[src/common/apm_pkg.sv]
/*
  Constants, types and register map of the autopilot mode and configuration block.
  Assumes a 100 MHz system clock; rates in units of 0.025 deg/s, angles in 0.01 deg.
*/
package apm_pkg;
    localparam int APM_CLK_MHZ = 100;
    // Register byte offsets
    localparam logic [7:0] APM_REG_CMD = 8'h00;
    localparam logic [7:0] APM_REG_CFG = 8'h04;
    localparam logic [7:0] APM_REG_STAT = 8'h08;
    localparam logic [7:0] APM_REG_DES0 = 8'h0C;
    localparam logic [7:0] APM_REG_XFAIL = 8'h18;
    localparam logic [7:0] APM_REG_ENG = 8'h1C;
    // Keyed command codes (decimal 48, 21, 34, 76, 77)
    localparam logic [7:0] APM_KEY_LOAD = 8'h30;
    localparam logic [7:0] APM_KEY_EDIT = 8'h15;
    localparam logic [7:0] APM_KEY_EXIT = 8'h22;
    localparam logic [7:0] APM_KEY_MINIMP = 8'h4C;
    localparam logic [7:0] APM_KEY_RCMD = 8'h4D;
    // Mode switch positions
    localparam logic [1:0] APM_SW_OFF = 2'h0;
    localparam logic [1:0] APM_SW_AUTO = 2'h1;
    localparam logic [1:0] APM_SW_HOLD = 2'h2;
    typedef enum logic [1:0] {APM_MODE_OFF, APM_MODE_AUTO, APM_MODE_RATE, APM_MODE_MINIMP} apm_mode_e;
    typedef enum logic [1:0] {APM_LD_IDLE, APM_LD_SHOW, APM_LD_EDIT} apm_ld_e;
    // Configuration code, one digit per nibble
    typedef struct packed {
        logic [3:0] a;
        logic [3:0] b;
        logic [3:0] c;
        logic [3:0] d;
        logic [3:0] e;
    } apm_cfg_s;
    localparam apm_cfg_s APM_CFG_RESET = 20'h00101;
    localparam logic [3:0] APM_B_MAX = 4'h2;
    localparam logic [3:0] APM_BIT_MAX = 4'h1;
    localparam logic [3:0] APM_E_MAX = 4'h3;
    // Register bus request and hand controller carriers
    typedef struct packed {
        logic [7:0] addr;
        logic [31:0] wdata;
        logic wr;
        logic rd;
    } apm_bus_s;
    typedef struct packed {
        logic detent;
        logic [5:0] limit;
        logic [2:0][7:0] rate;
    } apm_hc_s;
    // Rates (0.025 deg/s per count)
    localparam logic signed [15:0] APM_SCALE_FINE = 16'h0005;
    localparam logic signed [15:0] APM_SCALE_NORM = 16'h0019;
    localparam logic signed [15:0] APM_RATE_MAX = 16'h0320;
    localparam logic signed [15:0] APM_RDB_DES = 16'h0010;
    localparam logic signed [15:0] APM_RDB_ASC = 16'h0028;
    localparam logic signed [15:0] APM_R4_DES = 16'h0038;
    localparam logic signed [15:0] APM_R4_ASC = 16'h0050;
    localparam logic signed [15:0] APM_MRATE [4] = '{16'h0008, 16'h0014, 16'h0050, 16'h0190};
    // Attitude deadbands (0.01 deg per count)
    localparam logic signed [15:0] APM_ADB_NARROW = 16'h001E;
    localparam logic signed [15:0] APM_ADB_WIDE = 16'h01F4;
    // Impulse timing
    localparam int APM_IMP_GAP_MS = 200;
    localparam int APM_IMP_GAP_CYC = APM_IMP_GAP_MS * APM_CLK_MHZ * 1000;
    localparam int APM_IMP_WID_US = 14;
    localparam int APM_IMP_WID_CYC = APM_IMP_WID_US * APM_CLK_MHZ;
    // Jet masks, jet n on bit n-1; index axis*2+negative
    localparam logic [15:0] APM_ROT2 [6] = '{16'h0808, 16'h0404, 16'h0090, 16'h0060,
                                             16'h1010, 16'h2020};
    localparam logic [15:0] APM_ROT4 [6] = '{16'h8080, 16'h4040, 16'h0900, 16'h0600,
                                             16'h0101, 16'h0202};
    localparam logic [15:0] APM_DIAG [4] = '{16'h8008, 16'h4004, 16'h0880, 16'h0440};
    localparam logic [15:0] APM_XP_A = 16'h0202;
    localparam logic [15:0] APM_XP_B = 16'h2020;
    localparam logic [15:0] APM_XN_A = 16'h1010;
    localparam logic [15:0] APM_XN_B = 16'h0101;
endpackage

[src/apm_mode_cfg.sv]
/*
  Autopilot mode selection, configuration code storage, rate command,
  attitude hold and minimum impulse jet commanding.
  Assumes synchronous inputs on clk_sys_i and a single-cycle strobe register port.
*/
// Summary of operation
// - Mode comes from keyed commands and switch position; each mode needs its position.
// - Load key starts load routine showing code; edit key lets operator key new code. Code does not start the load routine while burn_sel_i is high.
// - Five-digit code A-E held and shown; A selects lander alone or docked. Code stores and range-checks A but no logic uses it.
// - B picks X translation: system A pair, system B pair, or four jets.
// - C sets hand-controller scale, 0.125 or 0.625 deg/s per bit.
// - D sets attitude deadband, 0.3 or 5.0 degrees.
// - E sets maneuver rate, 0.2, 0.5, 2 or 10 deg/s.
// - Automatic mode steers to guidance-written desired angles and issues engine commands.
// - One key enters minimum impulse, another returns to rate command; switch on each.
// - Reset defaults to rate command; selection held until opposite key.
// - One impulse per controller excursion past limit switches; detent return rearms.
// - No more than about five impulses per second.
// - Minimum impulse mode does no rate damping nor attitude hold.
// - Rate command key copies gimbal angles to desired angles, control starts.
// - Commanded maneuver rate limited to 20 deg/s on every axis.
// - Out of detent, controller deflection is a rate the vehicle is driven to.
// - Jets stop when rate error under 0.4 (descent) or 1.0 (ascent) deg/s.
// - Four jets above 1.4 (descent) or 2.0 (ascent) deg/s rate error.
// - In detent, rates are nulled, then angles captured and attitude held.
// - Large pitch and roll errors together use diagonal jets.
// - A failed X thruster makes selection use the remaining unfailed pair.
`timescale 1ns/100ps
`default_nettype none

module apm_mode_cfg
    import apm_pkg::*;
#(
    parameter int unsigned IMP_GAP_CYC = APM_IMP_GAP_CYC,
    parameter int unsigned IMP_WID_CYC = APM_IMP_WID_CYC
) (
    input wire logic clk_sys_i,
    input wire logic rst_i,
    input wire apm_bus_s bus_i,
    output logic [31:0] rdata_o,
    input wire logic [1:0] mode_sw_i,
    input wire logic guid_pri_i,
    input wire logic burn_sel_i,
    input wire logic ascent_i,
    input wire apm_hc_s hc_i,
    input wire logic [1:0] x_trans_i,
    input wire logic [2:0][15:0] veh_rate_i,
    input wire logic [2:0][15:0] gimbal_i,
    output logic [15:0] jet_o,
    output logic throttle_up_o,
    output logic throttle_dn_o,
    output logic engine_on_o,
    output logic [3:0] gimbal_drv_o,
    output apm_mode_e mode_o,
    output logic cfg_flash_o
);
    // Refuse counts the 25-bit timers or the pulse spacing cannot serve
    if (IMP_WID_CYC < 1 || IMP_GAP_CYC <= IMP_WID_CYC || IMP_GAP_CYC > 32'h01FFFFFF) begin : g_chk
        $error("apm_mode_cfg: impulse width or spacing out of range");
    end

    logic wr_cmd;
    logic wr_cfg;
    logic [7:0] key;
    logic cfg_ok;
    logic cfg_apply;
    apm_ld_e ld;
    apm_cfg_s cfg_q;
    apm_cfg_s cfg_in;
    logic cfg_err;
    logic minimp_sel;
    logic rcmd_entry;
    logic held;
    logic cap;
    logic [2:0][15:0] des;
    logic [15:0] xfail;
    logic [6:0] eng_q;
    apm_mode_e next_mode;
    logic signed [15:0] scale;
    logic signed [15:0] adb;
    logic signed [15:0] mrate;
    logic signed [15:0] rdb;
    logic signed [15:0] r4;
    logic [2:0] fpos;
    logic [2:0] fneg;
    logic [2:0] ffour;
    logic [2:0] slow;
    logic [15:0] x_sel;
    logic [15:0] next_jet;
    logic armed;
    logic imp_go;
    logic [24:0] gap;
    logic [24:0] imp_cnt;
    logic [15:0] imp_mask;
    logic [15:0] next_imp_mask;

    // Register port decode
    assign key = bus_i.wdata[7:0];
    assign wr_cmd = bus_i.wr && bus_i.addr == APM_REG_CMD;
    assign wr_cfg = bus_i.wr && bus_i.addr == APM_REG_CFG;
    assign cfg_in = bus_i.wdata[19:0];
    assign rcmd_entry = wr_cmd && key == APM_KEY_RCMD;

    // A code is complete only when every digit is in its range
    assign cfg_ok = cfg_in.a <= APM_BIT_MAX && cfg_in.b <= APM_B_MAX && cfg_in.c <= APM_BIT_MAX
                    && cfg_in.d <= APM_BIT_MAX && cfg_in.e <= APM_E_MAX;
    assign cfg_apply = wr_cfg && ld == APM_LD_EDIT && cfg_ok;

    // Load routine: show code, then accept a replacement
    always_ff @(posedge clk_sys_i) begin
        if (rst_i) begin
            ld <= APM_LD_IDLE;
        end else begin
            case (ld)
                APM_LD_IDLE: begin
                    if (wr_cmd && key == APM_KEY_LOAD && !burn_sel_i) begin
                        ld <= APM_LD_SHOW;
                    end
                end
                APM_LD_SHOW: begin
                    if (wr_cmd && key == APM_KEY_EDIT) begin
                        ld <= APM_LD_EDIT;
                    end else if (wr_cmd && key == APM_KEY_EXIT) begin
                        ld <= APM_LD_IDLE;
                    end
                end
                APM_LD_EDIT: begin
                    if (cfg_apply || (wr_cmd && key == APM_KEY_EXIT)) begin
                        ld <= APM_LD_IDLE;
                    end
                end
                default: ld <= APM_LD_IDLE;
            endcase
        end
    end

    // Configuration code, replaced only by a complete valid entry
    always_ff @(posedge clk_sys_i) begin
        if (rst_i) begin
            cfg_q <= APM_CFG_RESET;
        end else if (cfg_apply) begin
            cfg_q <= cfg_in;
        end
    end

    // Sticky flag for a rejected code, cleared by the next load key
    always_ff @(posedge clk_sys_i) begin
        if (rst_i) begin
            cfg_err <= 1'b0;
        end else if (wr_cfg && ld == APM_LD_EDIT && !cfg_ok) begin
            cfg_err <= 1'b1;
        end else if (wr_cmd && key == APM_KEY_LOAD) begin
            cfg_err <= 1'b0;
        end
    end

    // Flashing display while the code is shown or edited
    always_ff @(posedge clk_sys_i) begin
        if (rst_i) begin
            cfg_flash_o <= 1'b0;
        end else begin
            cfg_flash_o <= ld != APM_LD_IDLE;
        end
    end

    // Keyed choice between minimum impulse and rate command
    always_ff @(posedge clk_sys_i) begin
        if (rst_i) begin
            minimp_sel <= 1'b0;
        end else if (wr_cmd && key == APM_KEY_MINIMP) begin
            minimp_sel <= 1'b1;
        end else if (rcmd_entry) begin
            minimp_sel <= 1'b0;
        end
    end

    // Mode from switch position, guidance source and keyed choice
    always_comb begin
        if (!guid_pri_i || mode_sw_i == APM_SW_OFF) begin
            next_mode = APM_MODE_OFF;
        end else if (mode_sw_i == APM_SW_AUTO) begin
            next_mode = APM_MODE_AUTO;
        end else if (mode_sw_i == APM_SW_HOLD) begin
            next_mode = minimp_sel ? APM_MODE_MINIMP : APM_MODE_RATE;
        end else begin
            next_mode = APM_MODE_OFF;
        end
    end

    always_ff @(posedge clk_sys_i) begin
        if (rst_i) begin
            mode_o <= APM_MODE_OFF;
        end else begin
            mode_o <= next_mode;
        end
    end

    // Field decode into working limits
    assign scale = cfg_q.c == 4'h0 ? APM_SCALE_FINE : APM_SCALE_NORM;
    assign adb = cfg_q.d == 4'h0 ? APM_ADB_NARROW : APM_ADB_WIDE;
    assign mrate = APM_MRATE[cfg_q.e[1:0]];
    assign rdb = ascent_i ? APM_RDB_ASC : APM_RDB_DES;
    assign r4 = ascent_i ? APM_R4_ASC : APM_R4_DES;

    // Per-axis rate loop: 0 pitch, 1 roll, 2 yaw
    for (genvar a = 0; a < 3; a++) begin : g_axis
        logic signed [15:0] hcr;
        logic signed [15:0] aerr;
        logic signed [15:0] cmd;
        logic signed [15:0] err;
        logic signed [15:0] vr;
        logic on;
        assign vr = $signed(veh_rate_i[a]);
        assign hcr = 16'($signed(hc_i.rate[a])) * scale;
        assign aerr = $signed(des[a]) - $signed(gimbal_i[a]);
        // Commanded rate: stick rate, steering rate, or zero to null
        always_comb begin
            if (mode_o == APM_MODE_RATE && hc_i.detent) begin
                if (hcr > APM_RATE_MAX) begin
                    cmd = APM_RATE_MAX;
                end else if (hcr < -APM_RATE_MAX) begin
                    cmd = -APM_RATE_MAX;
                end else begin
                    cmd = hcr;
                end
            end else if (mode_o == APM_MODE_AUTO || (mode_o == APM_MODE_RATE && held)) begin
                if (aerr > adb) begin
                    cmd = mrate;
                end else if (aerr < -adb) begin
                    cmd = -mrate;
                end else begin
                    cmd = '0;
                end
            end else begin
                cmd = '0;
            end
        end
        assign err = cmd - vr;
        assign on = mode_o == APM_MODE_AUTO || mode_o == APM_MODE_RATE;
        assign fpos[a] = on && err > rdb;
        assign fneg[a] = on && err < -rdb;
        assign ffour[a] = on && (err > r4 || err < -r4);
        assign slow[a] = vr < rdb && vr > -rdb;
    end

    // X translation pair with failed-jet fallback
    function automatic logic [15:0] xpick(input logic [15:0] pa, input logic [15:0] pb,
                                          input logic [15:0] fail, input logic [3:0] b);
        logic [15:0] want;
        want = b == 4'h0 ? pa : (b == 4'h1 ? pb : pa | pb);
        if ((want & fail) == 16'h0000) begin
            return want;
        end else if ((pa & fail) == 16'h0000) begin
            return pa;
        end else if ((pb & fail) == 16'h0000) begin
            return pb;
        end else begin
            return 16'h0000;
        end
    endfunction

    always_comb begin
        if (mode_o == APM_MODE_OFF) begin
            x_sel = 16'h0000;
        end else if (x_trans_i[0]) begin
            x_sel = xpick(APM_XP_A, APM_XP_B, xfail, cfg_q.b);
        end else if (x_trans_i[1]) begin
            x_sel = xpick(APM_XN_A, APM_XN_B, xfail, cfg_q.b);
        end else begin
            x_sel = 16'h0000;
        end
    end

    // Attitude capture once rates are nulled in detent
    assign cap = mode_o == APM_MODE_RATE && !hc_i.detent && !held && (&slow);

    always_ff @(posedge clk_sys_i) begin
        if (rst_i) begin
            held <= 1'b0;
        end else if (rcmd_entry || cap) begin
            held <= 1'b1;
        end else if (hc_i.detent || mode_o != APM_MODE_RATE) begin
            held <= 1'b0;
        end
    end

    // Desired angles: guidance writes, capture copies gimbal angles
    always_ff @(posedge clk_sys_i) begin
        if (rst_i) begin
            des <= '0;
        end else begin
            for (int a = 0; a < 3; a++) begin
                if (rcmd_entry || cap) begin
                    des[a] <= gimbal_i[a];
                end else if (bus_i.wr && bus_i.addr == APM_REG_DES0 + 8'(4 * a)) begin
                    des[a] <= bus_i.wdata[15:0];
                end
            end
        end
    end

    // Failed-jet marks and guidance engine commands
    always_ff @(posedge clk_sys_i) begin
        if (rst_i) begin
            xfail <= 16'h0000;
            eng_q <= 7'h00;
        end else begin
            if (bus_i.wr && bus_i.addr == APM_REG_XFAIL) begin
                xfail <= bus_i.wdata[15:0];
            end
            if (bus_i.wr && bus_i.addr == APM_REG_ENG) begin
                eng_q <= bus_i.wdata[6:0];
            end
        end
    end

    // Engine commands pass only in automatic mode
    always_ff @(posedge clk_sys_i) begin
        if (rst_i) begin
            throttle_up_o <= 1'b0;
            throttle_dn_o <= 1'b0;
            engine_on_o <= 1'b0;
            gimbal_drv_o <= 4'h0;
        end else begin
            throttle_up_o <= mode_o == APM_MODE_AUTO && eng_q[0];
            throttle_dn_o <= mode_o == APM_MODE_AUTO && eng_q[1] && !eng_q[0];
            engine_on_o <= mode_o == APM_MODE_AUTO && eng_q[2];
            gimbal_drv_o <= mode_o == APM_MODE_AUTO ? eng_q[6:3] : 4'h0;
        end
    end

    // Impulse on a limit excursion, armed by a return to detent
    assign imp_go = mode_o == APM_MODE_MINIMP && armed && (|hc_i.limit) && gap == '0;

    always_comb begin
        next_imp_mask = 16'h0000;
        for (int i = 0; i < 6; i++) begin
            if (hc_i.limit[i]) begin
                next_imp_mask = next_imp_mask | APM_ROT2[i];
            end
        end
    end

    always_ff @(posedge clk_sys_i) begin
        if (rst_i) begin
            armed <= 1'b1;
        end else if (imp_go) begin
            armed <= 1'b0;
        end else if (!hc_i.detent) begin
            armed <= 1'b1;
        end
    end

    always_ff @(posedge clk_sys_i) begin
        if (rst_i) begin
            gap <= '0;
            imp_cnt <= '0;
            imp_mask <= 16'h0000;
        end else if (imp_go) begin
            gap <= 25'(IMP_GAP_CYC - 1);
            imp_cnt <= 25'(IMP_WID_CYC);
            imp_mask <= next_imp_mask;
        end else begin
            if (gap != '0) begin
                gap <= gap - 25'h1;
            end
            if (imp_cnt != '0) begin
                imp_cnt <= imp_cnt - 25'h1;
            end
        end
    end

    // Jet mix: impulses or rotation, with translation added in either case
    always_comb begin
        next_jet = 16'h0000;
        if (mode_o == APM_MODE_MINIMP) begin
            if (imp_cnt != '0) begin
                next_jet = imp_mask;
            end
        end else if (ffour[0] && ffour[1]) begin
            next_jet = APM_DIAG[{fneg[0], fneg[1]}];
        end else begin
            for (int a = 0; a < 2; a++) begin
                if (fpos[a] || fneg[a]) begin
                    next_jet = next_jet | APM_ROT2[a * 2 + int'(fneg[a])];
                end
                if (ffour[a]) begin
                    next_jet = next_jet | APM_ROT4[a * 2 + int'(fneg[a])];
                end
            end
        end
        if (mode_o != APM_MODE_MINIMP && (fpos[2] || fneg[2])) begin
            next_jet = next_jet | APM_ROT2[4 + int'(fneg[2])];
            if (ffour[2]) begin
                next_jet = next_jet | APM_ROT4[4 + int'(fneg[2])];
            end
        end
        next_jet = next_jet | x_sel;
    end

    always_ff @(posedge clk_sys_i) begin
        if (rst_i) begin
            jet_o <= 16'h0000;
        end else begin
            jet_o <= next_jet;
        end
    end

    // Read data, one cycle after the strobe; unmapped reads give zero
    always_ff @(posedge clk_sys_i) begin
        if (rst_i) begin
            rdata_o <= 32'h00000000;
        end else begin
            rdata_o <= 32'h00000000;
            if (bus_i.rd) begin
                case (bus_i.addr)
                    APM_REG_CFG: rdata_o <= {12'h000, cfg_q};
                    APM_REG_STAT: rdata_o <= {24'h000000, cfg_err, held, armed,
                                              ld == APM_LD_EDIT, ld == APM_LD_SHOW,
                                              minimp_sel, mode_o};
                    APM_REG_DES0: rdata_o <= {16'h0000, des[0]};
                    APM_REG_DES0 + 8'h04: rdata_o <= {16'h0000, des[1]};
                    APM_REG_DES0 + 8'h08: rdata_o <= {16'h0000, des[2]};
                    APM_REG_XFAIL: rdata_o <= {16'h0000, xfail};
                    APM_REG_ENG: rdata_o <= {25'h0000000, eng_q};
                    default: rdata_o <= 32'h00000000;
                endcase
            end
        end
    end

    property p_off_quiet;
        @(posedge clk_sys_i) disable iff (rst_i) mode_o == APM_MODE_OFF |=> jet_o == 16'h0000;
    endproperty
    a_off_quiet: assert property (p_off_quiet) else $error("jets fired in off mode");

    property p_reset_rate;
        @(posedge clk_sys_i) $past(rst_i) && !rst_i |-> !minimp_sel;
    endproperty
    a_reset_rate: assert property (p_reset_rate) else $error("reset did not select rate");

    property p_cfg_hold;
        @(posedge clk_sys_i) disable iff (rst_i) !cfg_apply |=> cfg_q == $past(cfg_q);
    endproperty
    a_cfg_hold: assert property (p_cfg_hold) else $error("code changed without entry");

    property p_cfg_edit;
        @(posedge clk_sys_i) disable iff (rst_i)
            wr_cfg && ld != APM_LD_EDIT |=> cfg_q == $past(cfg_q);
    endproperty
    a_cfg_edit: assert property (p_cfg_edit) else $error("code taken outside edit");

    property p_rcmd_copy;
        @(posedge clk_sys_i) disable iff (rst_i)
            rcmd_entry |=> des == $past(gimbal_i) && held && !minimp_sel;
    endproperty
    a_rcmd_copy: assert property (p_rcmd_copy) else $error("angles not copied on rate key");

    property p_one_impulse;
        @(posedge clk_sys_i) disable iff (rst_i) imp_go |=> !imp_go [*8];
    endproperty
    a_one_impulse: assert property (p_one_impulse) else $error("second impulse too soon");

    property p_gap;
        @(posedge clk_sys_i) disable iff (rst_i) imp_go |=> gap == 25'(IMP_GAP_CYC - 1) && !armed;
    endproperty
    a_gap: assert property (p_gap) else $error("impulse spacing not started");

    property p_minimp_only;
        @(posedge clk_sys_i) disable iff (rst_i)
            mode_o == APM_MODE_MINIMP && imp_cnt == '0 && x_sel == 16'h0000 |=> jet_o == 16'h0000;
    endproperty
    a_minimp_only: assert property (p_minimp_only) else $error("damping in impulse mode");

    property p_xfail;
        @(posedge clk_sys_i) disable iff (rst_i)
            (x_sel & xfail) == 16'h0000 || ((APM_XP_A | APM_XN_A) & xfail) != 16'h0000
            && ((APM_XP_B | APM_XN_B) & xfail) != 16'h0000;
    endproperty
    a_xfail: assert property (p_xfail) else $error("failed X thruster selected");
endmodule // apm_mode_cfg

`default_nettype wire

[config.mk]
export PLATFORM = sky130hd
export DESIGN_NAME = apm_mode_cfg
export DESIGN_NICKNAME = d
export VERILOG_FILES = /design/src/common/apm_pkg.sv /design/src/apm_mode_cfg.sv
export SDC_FILE = /design/constraint.sdc
export NUM_CORES = 1
export LEC_CHECK = 0
export BUFFER_PORTS_ARGS = -buffer_cell sky130_fd_sc_hd__clkbuf_2
export CAP_MARGIN = 10
export CORE_ASPECT_RATIO = 1.25
export CORE_UTILIZATION = 55
export DETAILED_ROUTE_END_ITERATION = 10
export PLACE_DENSITY = 0.76
export RECOVER_POWER = 100
export SLEW_MARGIN = 30
export SYNTH_ARGS = -nofsm -noshare
export SYNTH_HDL_FRONTEND = slang
export SYNTH_SLANG_ARGS = --single-unit
[constraint.sdc]
create_clock -name clk_sys_i -period 9.7 [get_ports clk_sys_i]
set_input_delay 0.97 -clock clk_sys_i [delete_from_list [all_inputs] [get_ports clk_sys_i]]
set_output_delay 0.97 -clock clk_sys_i [all_outputs]
set_load 0.005 [all_outputs]
* Word level (Yosys, flattened, before mapping)
Memories as Yosys holds them, arrays and structs flattened.
Cells that the tools add are included.
** Operators by class
- Add/sub/neg operators :: 14
- $mul :: 3
- Divide/modulo/power cells :: 0
- Order comparisons :: 40
- Equality and inequality tests :: 26
- Shift operators :: 0
- Multiplexer cells :: 101
- Bitwise gates (word level) :: 16
- Reduce and logical (&&, ||, !) cells :: 97
** Operators with widths (count)
- 16-bit two-way mux :: 58
- 16-bit < comparator :: 9
- 20-bit one-hot mux with 7 select lines :: 1
- 32-bit by 4-bit greater-or-equal comparator with 1-bit output, second input constant :: 3
- 16-bit logical NOT :: 6
- 16-bit bitwise OR :: 6
- 16-bit subtractor :: 6
- 14-bit two-way mux :: 5
- 13-bit two-way mux :: 5
- 16-bit binary-select mux with 2-bit select :: 2
- 25-bit two-way mux :: 2
- 25-bit nonzero test :: 2
- 25-bit by 1-bit subtractor with 25-bit output, second input constant :: 2
- 16-bit by 10-bit greater-than comparator with 1-bit output :: 3
- 16-bit greater-than comparator :: 3
- 16-bit by 7-bit greater-than comparator with 1-bit output :: 3
- 16-bit by 8-bit greater-than comparator with 1-bit output :: 3
- 16-bit by 7-bit < comparator with 1-bit output :: 3
- 1-bit logical AND :: 46
- 14-bit by 11-bit greater-than comparator with 1-bit output, second input constant :: 3
- 14-bit by 11-bit < comparator with 1-bit output, second input constant :: 3
- 8-bit by 6-bit multiplier with 14-bit output :: 3
- 8-bit by 5-bit == test with 1-bit output, second input constant :: 5
- 11-bit two-way mux :: 3
- 47 further kinds :: 112
** Word-level totals
- Register bits after elaboration :: 221
- Bits in latches :: 0
- Memory bits (writable) :: 0
- ROM bits :: 768
- Output and inout port bits :: 58
- Memories :: 6
** Memories
- (name not given) :: words 8, width 16, rd ports 1, clocked after Yosys merged registers in 0, write ports 0, line apm_mode_cfg.sv:395 : next_jet = next_jet | APM_ROT4[4 + int'(fneg[2])];
- (name not given) :: words 8, width 16, rd ports 1, clocked after Yosys merged registers in 0, write ports 0, line apm_mode_cfg.sv:393 : next_jet = next_jet | APM_ROT2[4 + int'(fneg[2])];
- (name not given) :: words 8, width 16, rd ports 1, clocked after Yosys merged registers in 0, write ports 0, line apm_mode_cfg.sv:388 : next_jet = next_jet | APM_ROT4[a * 2 + int'(fneg[a])];
- (name not given) :: words 8, width 16, rd ports 1, clocked after Yosys merged registers in 0, write ports 0, line apm_mode_cfg.sv:385 : next_jet = next_jet | APM_ROT2[a * 2 + int'(fneg[a])];
- (name not given) :: words 8, width 16, rd ports 1, clocked after Yosys merged registers in 0, write ports 0, line apm_mode_cfg.sv:388
- (name not given) :: words 8, width 16, rd ports 1, clocked after Yosys merged registers in 0, write ports 0, line apm_mode_cfg.sv:385

* Longest topological paths before layout
Gate-level depths: netlist of run 1.
- Word-level depth :: 36
- Depth in mapped cells :: 39
- Gate-level depth less buffers :: 38

* Worst setup path after synthesis of run 1
Ideal clock, no wire load.
- Path type :: register to register
- From :: register cfg_q[8] (netlist bit)
- To :: register jet_o[10]
- Library setup time :: 0.095 ns
- Arrival :: 7.873 ns
- Required time :: 9.605 ns
- Setup slack :: 1.732 ns
- Stages on the path, launching flop included :: 34
- Buffers on the path :: 1
- Cell sequence :: dfxtp_1 > or4_1 > clkbuf_1 > and2_1 > ha_1 > fa_1 > inv_1 > fa_1 > inv_1 > ha_1 > nor2b_1 > o21ai_0 > a21boi_0 > o21ai_0 > a21boi_0 > o21a_1 > or3_1 > a31oi_1 > nor2_1 > nand2_1 > ha_1 > inv_1 > fa_1 > a211oi_1 > o21ba_2 > o31ai_1 > o41ai_1 > xor2_1 > or4_1 > or4b_1 > nand2_1 > mux2_2 > nor3_1 > o311ai_1
** On the way
- Cells in the longest elaborated chain, start to end :: 34
- Elaborated cells on any way between the ends :: 99
- Classes of those cells :: 5 x add/sub; 3 x mul; 18 x order compare; 39 x mux; 10 x bitwise; 18 x reduce/logical; 6 x memory
** RTL lines
- start, declared :: line apm_mode_cfg.sv:68 : apm_cfg_s cfg_q;
- start signal, assigned :: line apm_mode_cfg.sv:142 : cfg_q <= cfg_in;
- 4-bit logical NOT (*) :: line apm_mode_cfg.sv:199 : assign scale = cfg_q.c == 4'h0 ? APM_SCALE_FINE : APM_SCALE_NORM;
- 5-bit two-way mux (*) :: line apm_mode_cfg.sv:199
- 8-bit by 6-bit multiplier with 14-bit output :: line apm_mode_cfg.sv:214 : assign hcr = 16'($signed(hc_i.rate[a])) * scale;
- 14-bit by 11-bit < comparator with 1-bit output :: line apm_mode_cfg.sv:221 : end else if (hcr < -APM_RATE_MAX) begin
- 16-bit two-way mux :: line apm_mode_cfg.sv:221
- 16-bit two-way mux :: line apm_mode_cfg.sv:219 : if (hcr > APM_RATE_MAX) begin
- 16-bit two-way mux :: line apm_mode_cfg.sv:218 : if (mode_o == APM_MODE_RATE && hc_i.detent) begin
- 16-bit subtractor :: line apm_mode_cfg.sv:238 : assign err = cmd - vr;
- [18 not listed]
- 16-bit two-way mux :: line apm_mode_cfg.sv:387 : if (ffour[a]) begin
- 16-bit two-way mux :: line apm_mode_cfg.sv:380 : end else if (ffour[0] && ffour[1]) begin
- 16-bit two-way mux :: line apm_mode_cfg.sv:376 : if (mode_o == APM_MODE_MINIMP) begin
- 16-bit bitwise OR :: line apm_mode_cfg.sv:393
- 16-bit bitwise OR :: line apm_mode_cfg.sv:395
- 16-bit two-way mux :: line apm_mode_cfg.sv:394 : if (ffour[2]) begin
- 16-bit two-way mux (*) :: line apm_mode_cfg.sv:392 : if (mode_o != APM_MODE_MINIMP && (fpos[2] || fneg[2])) begin
- 16-bit bitwise OR (*) :: line apm_mode_cfg.sv:398 : next_jet = next_jet | x_sel;
- end signal, assigned :: line apm_mode_cfg.sv:405 : jet_o <= next_jet;
- end, declared :: line apm_mode_cfg.sv:49 : output logic [15:0] jet_o,
Mark *: on every way between the ends. The rest lies on a longest branch, timed or not. The select of a mux whose other input is x is not followed.
A chain may end at the register's enable or synchronous reset.

* Final worst setup path of run 1
- From :: register cfg_q[8] (netlist bit)
- To :: register jet_o[9]
The elaborated chain is that of the path after synthesis.

==> flow_summary_export.csv, run 1 <==
group,metric,value,unit
yosys,yosys_warnings,0,
sta,unrepaired_setup_endpoints_after_global_routing,"no",
final_layout,drive_above_1_share,9.37,%
worst_setup_path,critPathKind,"flop to flop",
sta,whs,450,ps
final_layout,sequential_cell_area,4020,um^2
power_and_ir_drop,power.leakage,10.2,nW
floorplanning,dieWidth,174,um
sta,timing.final.hold_violations,0,
clock_network,clockRootBuffer,"clkbuf_16",
worst_setup_path,worst_setup_path_start_kind,"flop",
placed_design,detailedPlace.worstSlack,665,ps
global_route,grt_overflow_total,0,
clock_network,postCtsHoldBufs,0,
outcome,outcome,"complete, but fails checks",
yosys,seq_area_frac_synth,19.8,%
global_route,vias_in_the_first_global_route,19062,
placed_design,place.port_buffers,211,
sta,finalMaxSlewViolations,152,
floorplanning,core.rowCount,78,
route,antenna_violating_nets_post_route,0,
route,total_vias_in_the_final_route,19676,
yosys,yosysUniqueCellTypes,93,
floorplanning,num_io_pins,236,
sta,finClkSkew,21.6,ps
yosys,postSynthAreaPerCell,7.63,um^2
final_layout,nNetsFinal,3312,
sta,final_min_period_over_clock_period,93.9,%
route,route.detailed.vias_per_inst,5.95,
route,drt-wirelength-per-cell,18.1,um
worst_setup_path,crit_path_top_delay_cell,"or4_4",
worst_setup_path,path_max_fanout,13,
yosys,asyncSetResetFlopFracSynth,0,%
floorplanning,floorplan.core_area,36300,um^2
route,wl,60100,um
job,drv_cap,3,
floorplanning,dieArea,37700,um^2
global_route,grt_first_pass_wirelength,96800,um
sta,worst_slew_margin_rel,-193,%
floorplanning,initial_core_util,55.9,%
power_and_ir_drop,cellPowerDensity,135,nW/um^2
worst_setup_path,required,10090,ps
floorplanning,die_h,217,um
route,dr_iter_0_viols,1306,
clock_network,insertion_delay,500,ps
placed_design,place_congestion,0.939,
worst_setup_path,critPathArrivalTime,9500,ps
outcome,violations,"capacitance limit, slew limit",
final_layout,num_antenna_cells,0,
final_layout,syn2layout_area_growth,9.48,%
worst_setup_path,critical_path.most_common_cell,"ha_1",
yosys,number_of_enable_type_register_cells_in_the_synthesized_netlist,0,
yosys,synthCells,2661,
yosys,yosys_most_used_dff,"dfxtp_1",
clock_network,clock_sink_count,201,
clock_network,cts-htree-levels,1,
sta,slew_of_the_pin_with_the_lowest_slew_margin,4390,ps
placed_design,hpwlAfterDp,48000,um
power_and_ir_drop,ir_drop,0.000176,V
worst_setup_path,max_stage_delay,670,ps
global_route,grt_antenna_before_repair,1,
global_route,pin_count_of_the_biggest_net_entering_global_routing,98,
yosys,synth_seq_cells,201,
route,drt_drc_violations_left,0,
route,drt_first_pass_iters,5,
sta,maximum_operating_frequency,110,MHz
clock_network,cts_max_path_buffers,3,
sta,timing.final.setup_violations,0,
yosys,synth.cell_area,20300,um^2
global_route,aggregate_global_route_resource_usage,31.5,%
worst_setup_path,cp-end-kind,"flop",
sta,fin_tns_setup,0,ps
clock_network,cts_tree,"built",
min_path,worst_hold_path_type,"flop to flop",
final_layout,layout.filler_cells,3368,
final_layout,multiInputGateArea,14900,um^2
clock_network,clkSlewWorstSetupHoldPaths,70,ps
sta,minimum_period_implied_by_the_final_worst_setup_slack,9110,ps
power_and_ir_drop,power,3.01,mW
clock_network,cts_made_buffers,19,
sta,layout_setup_ws,588,ps
## state kept, by name, summed over array words and instances (netlist names), 2 cells and up
name	count
imp_mask	8
des	48
eng_q	7
rdata_o	20
mode_o	2
gap	25
ld	2
jet_o	16
xfail	16
gimbal_drv_o	4
cfg_q	20
imp_cnt	25
## per-layer routing
metal	vias up	part of all wire, %	global-route usage, %
met5	-	0	0
met4	0	5.6	17.2
met3	156	6.3	3.88
met2	683	47	53.4
met1	9223	41	38.7
li1	9614	-	-
## cell usage in the layout (no fill, tap or decap), types with 8 or more instances in the layout
| cell | count |
|---|---|
| clkbuf_16 | 19 |
| a22oi_1 | 20 |
| o21ai_0 | 100 |
| a311oi_1 | 8 |
| and3_1 | 13 |
| o41ai_1 | 8 |
| a21oi_1 | 260 |
| nor3_1 | 85 |
| o21a_1 | 28 |
| clkbuf_1 | 33 |
| nor2b_1 | 33 |
| or2_2 | 9 |
| fa_1 | 51 |
| ha_1 | 262 |
| and2_0 | 18 |
| o22ai_1 | 14 |
| a211oi_1 | 33 |
| nand3_1 | 62 |
| nand2b_1 | 37 |
| mux2i_1 | 59 |
| nand4_1 | 21 |
| o21bai_1 | 13 |
| nand2_1 | 190 |
| inv_1 | 277 |
| xnor2_1 | 71 |
| o211ai_1 | 23 |
| and2_1 | 60 |
| o31ai_1 | 10 |
| xor2_1 | 47 |
| conb_1 | 12 |
| a31oi_1 | 30 |
| nor4_1 | 34 |
| or4_1 | 13 |
| nor2_1 | 291 |
| dfxtp_1 | 201 |
| or3_1 | 15 |
| a21o_1 | 32 |
| clkbuf_2 | 184 |
| o31a_1 | 8 |
## cell families after synthesis
family / share of synthesized area, %
AOI/OAI and AO/OA: 20.8
xor gates and xnor gates: 5.44
adders and majority gates: 21.2
buffers and inverters: 7.22
DFF: 19.8
muxes: 3.48
other: 0.0185
and+or+nand+nor: 22.1
## synth_stat cells (8+ instances only)
cell type  count  area share, %
a211oi_1      33            1.2
a21o_1        32            1.2
a21oi_1      260            6.4
a22oi_1       20           0.74
a311oi_1       8           0.35
a31oi_1       30           0.92
and2_1        76            2.3
and3_1        13           0.40
buf_4         12           0.44
clkbuf_1      76            1.4
dfxtp_1      201             20
fa_1          51            5.0
ha_1         262             16
inv_1        277            5.1
mux2i_1       59            2.9
nand2_1      190            3.5
nand2b_1      37            1.1
nand3_1       62            1.5
nand4_1       21           0.65
nor2_1       292            5.4
nor2b_1       33            1.0
nor3_1        87            2.1
nor4_1        35            1.1
o211ai_1      23           0.85
o21a_1        28            1.0
o21ai_0       99            2.4
o21bai_1      13           0.48
o22ai_1       14           0.43
o31a_1         8           0.35
o31ai_1       10           0.37
o41ai_1        8           0.35
or2_2          9           0.28
or3_1         15           0.46
or4_1         14           0.52
xnor2_1       71            3.1
xor2_1        47            2.0
## worst max-delay path: cells and delay by family, from the launching register on
| family | cells | cell delay (ps) |
|---|---|---|
| xor gates and xnor gates | 2 | 440 |
| AOI/OAI and AO/OA | 10 | 2950 |
| DFF | 1 | 340 |
| buffers and inverters | 4 | 590 |
| adders and majority gates | 7 | 2610 |
| and+or+nand+nor | 9 | 2070 |
## area by class of cell
class                           count  share of cell area [%]
Tap cell                          480                    2.70
Inverter                          277                    4.68
Clock buffer                       24                    2.27
Multi-Input combinational cell   2101                    67.0
Timing Repair Buffer              221                    4.92
Clock inverter                      5                   0.338
Sequential cell                   201                    18.1
## report_power, final
part / internal (mW) / leakage (nW) / switching (mW) / total (mW)
logic: 0.521 / 8.24 / 0.745 / 1.27
clock network: 0.418 / 0.286 / 0.316 / 0.735
registers: 0.921 / 1.63 / 0.0858 / 1.01
## stage by stage
stage          area, um^2  cells  util [%]
3_5_place_dp        21700   3280      59.7
6_report            22200   3309      61.2
4_1_cts             22300   3309      61.3
2_1_floorplan       20300   2672         -
3_3_place_gp        21700   3280      59.7
5_1_grt             22200   3309      61.2
## worst paths after layout
check	cells past startpoint	to	slack [ps]	start
max	32	jet_o[9]	590	cfg_q[8]
min	2	imp_cnt[24]	450	imp_cnt[24]
max reg2reg	32	jet_o[9]	590	cfg_q[8]
min reg2reg	2	imp_cnt[24]	450	imp_cnt[24]
## repair_timing
item                                    in CTS  in global routing
gates resized for setup                      0                  2
endpoints found under the setup margin       0                 12
setup buffers                                0                  0
Power figures use the tool's default switching activity.
==> run 2: changes to the inputs <==
==> constraint.sdc (replaced) <==
create_clock -name clk_sys_i -period 9.7 [get_ports clk_sys_i]
set_input_delay 1.455 -clock clk_sys_i [delete_from_list [all_inputs] [get_ports clk_sys_i]]
set_output_delay 1.455 -clock clk_sys_i [all_outputs]
set_load 0.005 [all_outputs]
==> run 2 against run 1 <==
Against the previous run: the run still ends with capacitance limit, slew limit left; critical path depth decreased by 1; sequential share of layout area hardly changed; combinational power barely moved; global-route usage fell by 0.24 points; largest cell class unchanged; highest routed layer unchanged.
==> flow_summary_export.csv, run 2 (synthesis gave the netlist of run 1 again) <==
group,metric,value,unit
route,maxUsedRoutingLayer,"met4",
sta,finalMaxSlewViolations,152,
sta,finClkSkew,28.8,ps
sta,minimum_period_implied_by_the_final_worst_setup_slack,8940,ps
global_route,grt_overflow_total,0,
worst_setup_path,path_max_fanout,24,
route,wl,60200,um
clock_network,postCtsSetupBuffers,0,
final_layout,layoutNonFillerInstCount,3313,
route,drt_drc_violations_left,0,
sta,fin_tns_setup,0,ps
floorplanning,initial_core_util,55.9,%
route,wl_met1,24700,um
placed_design,place_inst,3277,
worst_setup_path,worst_setup_path_start_kind,"flop",
min_path,worst_hold_path_type,"flop to flop",
clock_network,cts_made_buffers,19,
floorplanning,die_h,217,um
final_layout,mostFrequentLayoutCells,"290 x nor2_1, 277 x inv_1, 262 x ha_1, 260 x a21oi_1, 201 x dfxtp_1",
floorplanning,dieWidth,174,um
worst_setup_path,critPathBufInv,2,
power_and_ir_drop,power.leakage,10.2,nW
sta,final_min_period_over_clock_period,92.2,%
sta,worst_slew_margin_rel,-187,%
worst_setup_path,required,10040,ps
route,drt-wirelength-per-cell,18.2,um
floorplanning,floorplan.core_area,36300,um^2
placed_design,detailedPlace.worstSlack,427,ps
route,drt_first_pass_iters,6,
clock_network,cts_tree,"built",
sta,timing.final.hold_violations,0,
power_and_ir_drop,power,3.04,mW
route,total_vias_in_the_final_route,19843,
route,met2_length,28700,um
power_and_ir_drop,ir_drop,0.000187,V
clock_network,clock_sink_count,201,
final_layout,drive_above_1_share,9.51,%
sta,whs,457,ps
floorplanning,num_io_pins,236,
worst_setup_path,critPathArrivalTime,9280,ps
placed_design,placement.cell_area,21700,um^2
placed_design,place_congestion,0.941,
sta,layout_setup_ws,759,ps
clock_network,cts_repair_resize_count,0,
route,dr_wl_met3,3780,um
route,dr_iter_0_viols,1564,
final_layout,syn2layout_area_growth,9.64,%
worst_setup_path,critPathKind,"flop to flop",
clock_network,clkSlewWorstSetupHoldPaths,60,ps
outcome,violations,"capacitance limit, slew limit",
global_route,grt_antenna_before_repair,2,
global_route,grt_first_pass_wirelength,96000,um
sta,slew_of_the_pin_with_the_lowest_slew_margin,4300,ps
sta,unrepaired_setup_endpoints_after_global_routing,"no",
clock_network,postCtsHoldBufs,0,
placed_design,hpwlAfterDp,48000,um
final_layout,layout_commonest_cell,"nor2_1",
clock_network,clockRootBuffer,"clkbuf_16",
final_layout,layout_top_registers,"des x48, gap x25, imp_cnt x25",
global_route,aggregate_global_route_resource_usage,31.2,%
clock_network,cts-htree-levels,1,
final_layout,largest_register_ff_count,48,
final_layout,final_cell_area,22300,um^2
placed_design,place.port_buffers,211,
route,antenna_violating_nets_post_route,0,
final_layout,nNetsFinal,3309,
clock_network,insertion_delay,510,ps
worst_setup_path,cp-end-kind,"flop",
global_route,vias_in_the_first_global_route,19112,
route,route.detailed.vias_per_inst,5.99,
clock_network,cts_max_path_buffers,3,
worst_setup_path,critical_path.most_common_cell,"o21ai_0",
sta,maximum_operating_frequency,112,MHz
power_and_ir_drop,cellPowerDensity,136,nW/um^2
outcome,outcome,"complete, but fails checks",
worst_setup_path,crit_path_top_delay_cell,"or4_4",
worst_setup_path,critPathTopFamily,"compound AO/OA/AOI/OAI gates",
worst_setup_path,max_stage_delay,710,ps
floorplanning,core.rowCount,78,
sta,timing.final.setup_violations,0,
floorplanning,dieArea,37700,um^2
final_layout,largest-register,"des",
global_route,pin_count_of_the_biggest_net_entering_global_routing,98,
job,drv_cap,3,
final_layout,utilization,61.3,%
==> run 2: cell types whose count changed in the layout (fill, tap and decap cells not counted), moves of 2 or more <==
| cell | delta |
|---|---|
| and2_0 | +3 |
| and2_1 | -3 |
| clkbuf_1 | -3 |
| diode_2 | +3 |
| clkbuf_2 | +2 |
| clkbuf_8 | +2 |
==> run 2: layout make-up <==
class                   instances  area, um^2
clock inverters                 7        91.3
inverters                     277        1040
diodes                          3        7.51
repair buffers                218        1070
fillers                      3367       14000
multi-input cells            2101       14900
flip-flops and latches        201        4020
clock buffers                  26         532
well taps                     480         601
==> run 2: where the power goes <==
| group | total (mW) | internal, mW | switching [mW] |
|---|---|---|---|
| clock | 0.767 | 0.439 | 0.328 |
| sequential | 1.01 | 0.921 | 0.0878 |
| combinational | 1.26 | 0.521 | 0.741 |
==> run 2: worst paths after layout <==
check,endpoint,slack (ps),cells after the start,startpoint
setup reg to reg,jet_o[2],760,31,cfg_q[8]
setup / recovery,jet_o[2],760,31,cfg_q[8]
hold / removal,rdata_o[18],460,1,cfg_q[18]
hold reg to reg,rdata_o[18],460,1,cfg_q[18]
==> run 2: per-layer routing <==
layer | GRT usage (%) | up-vias
met3 | 3.51 | 182
met1 | 38.1 | 9311
met5 | 0 | -
met2 | 54.6 | 740
li1 | - | 9610
met4 | 14.9 | 0
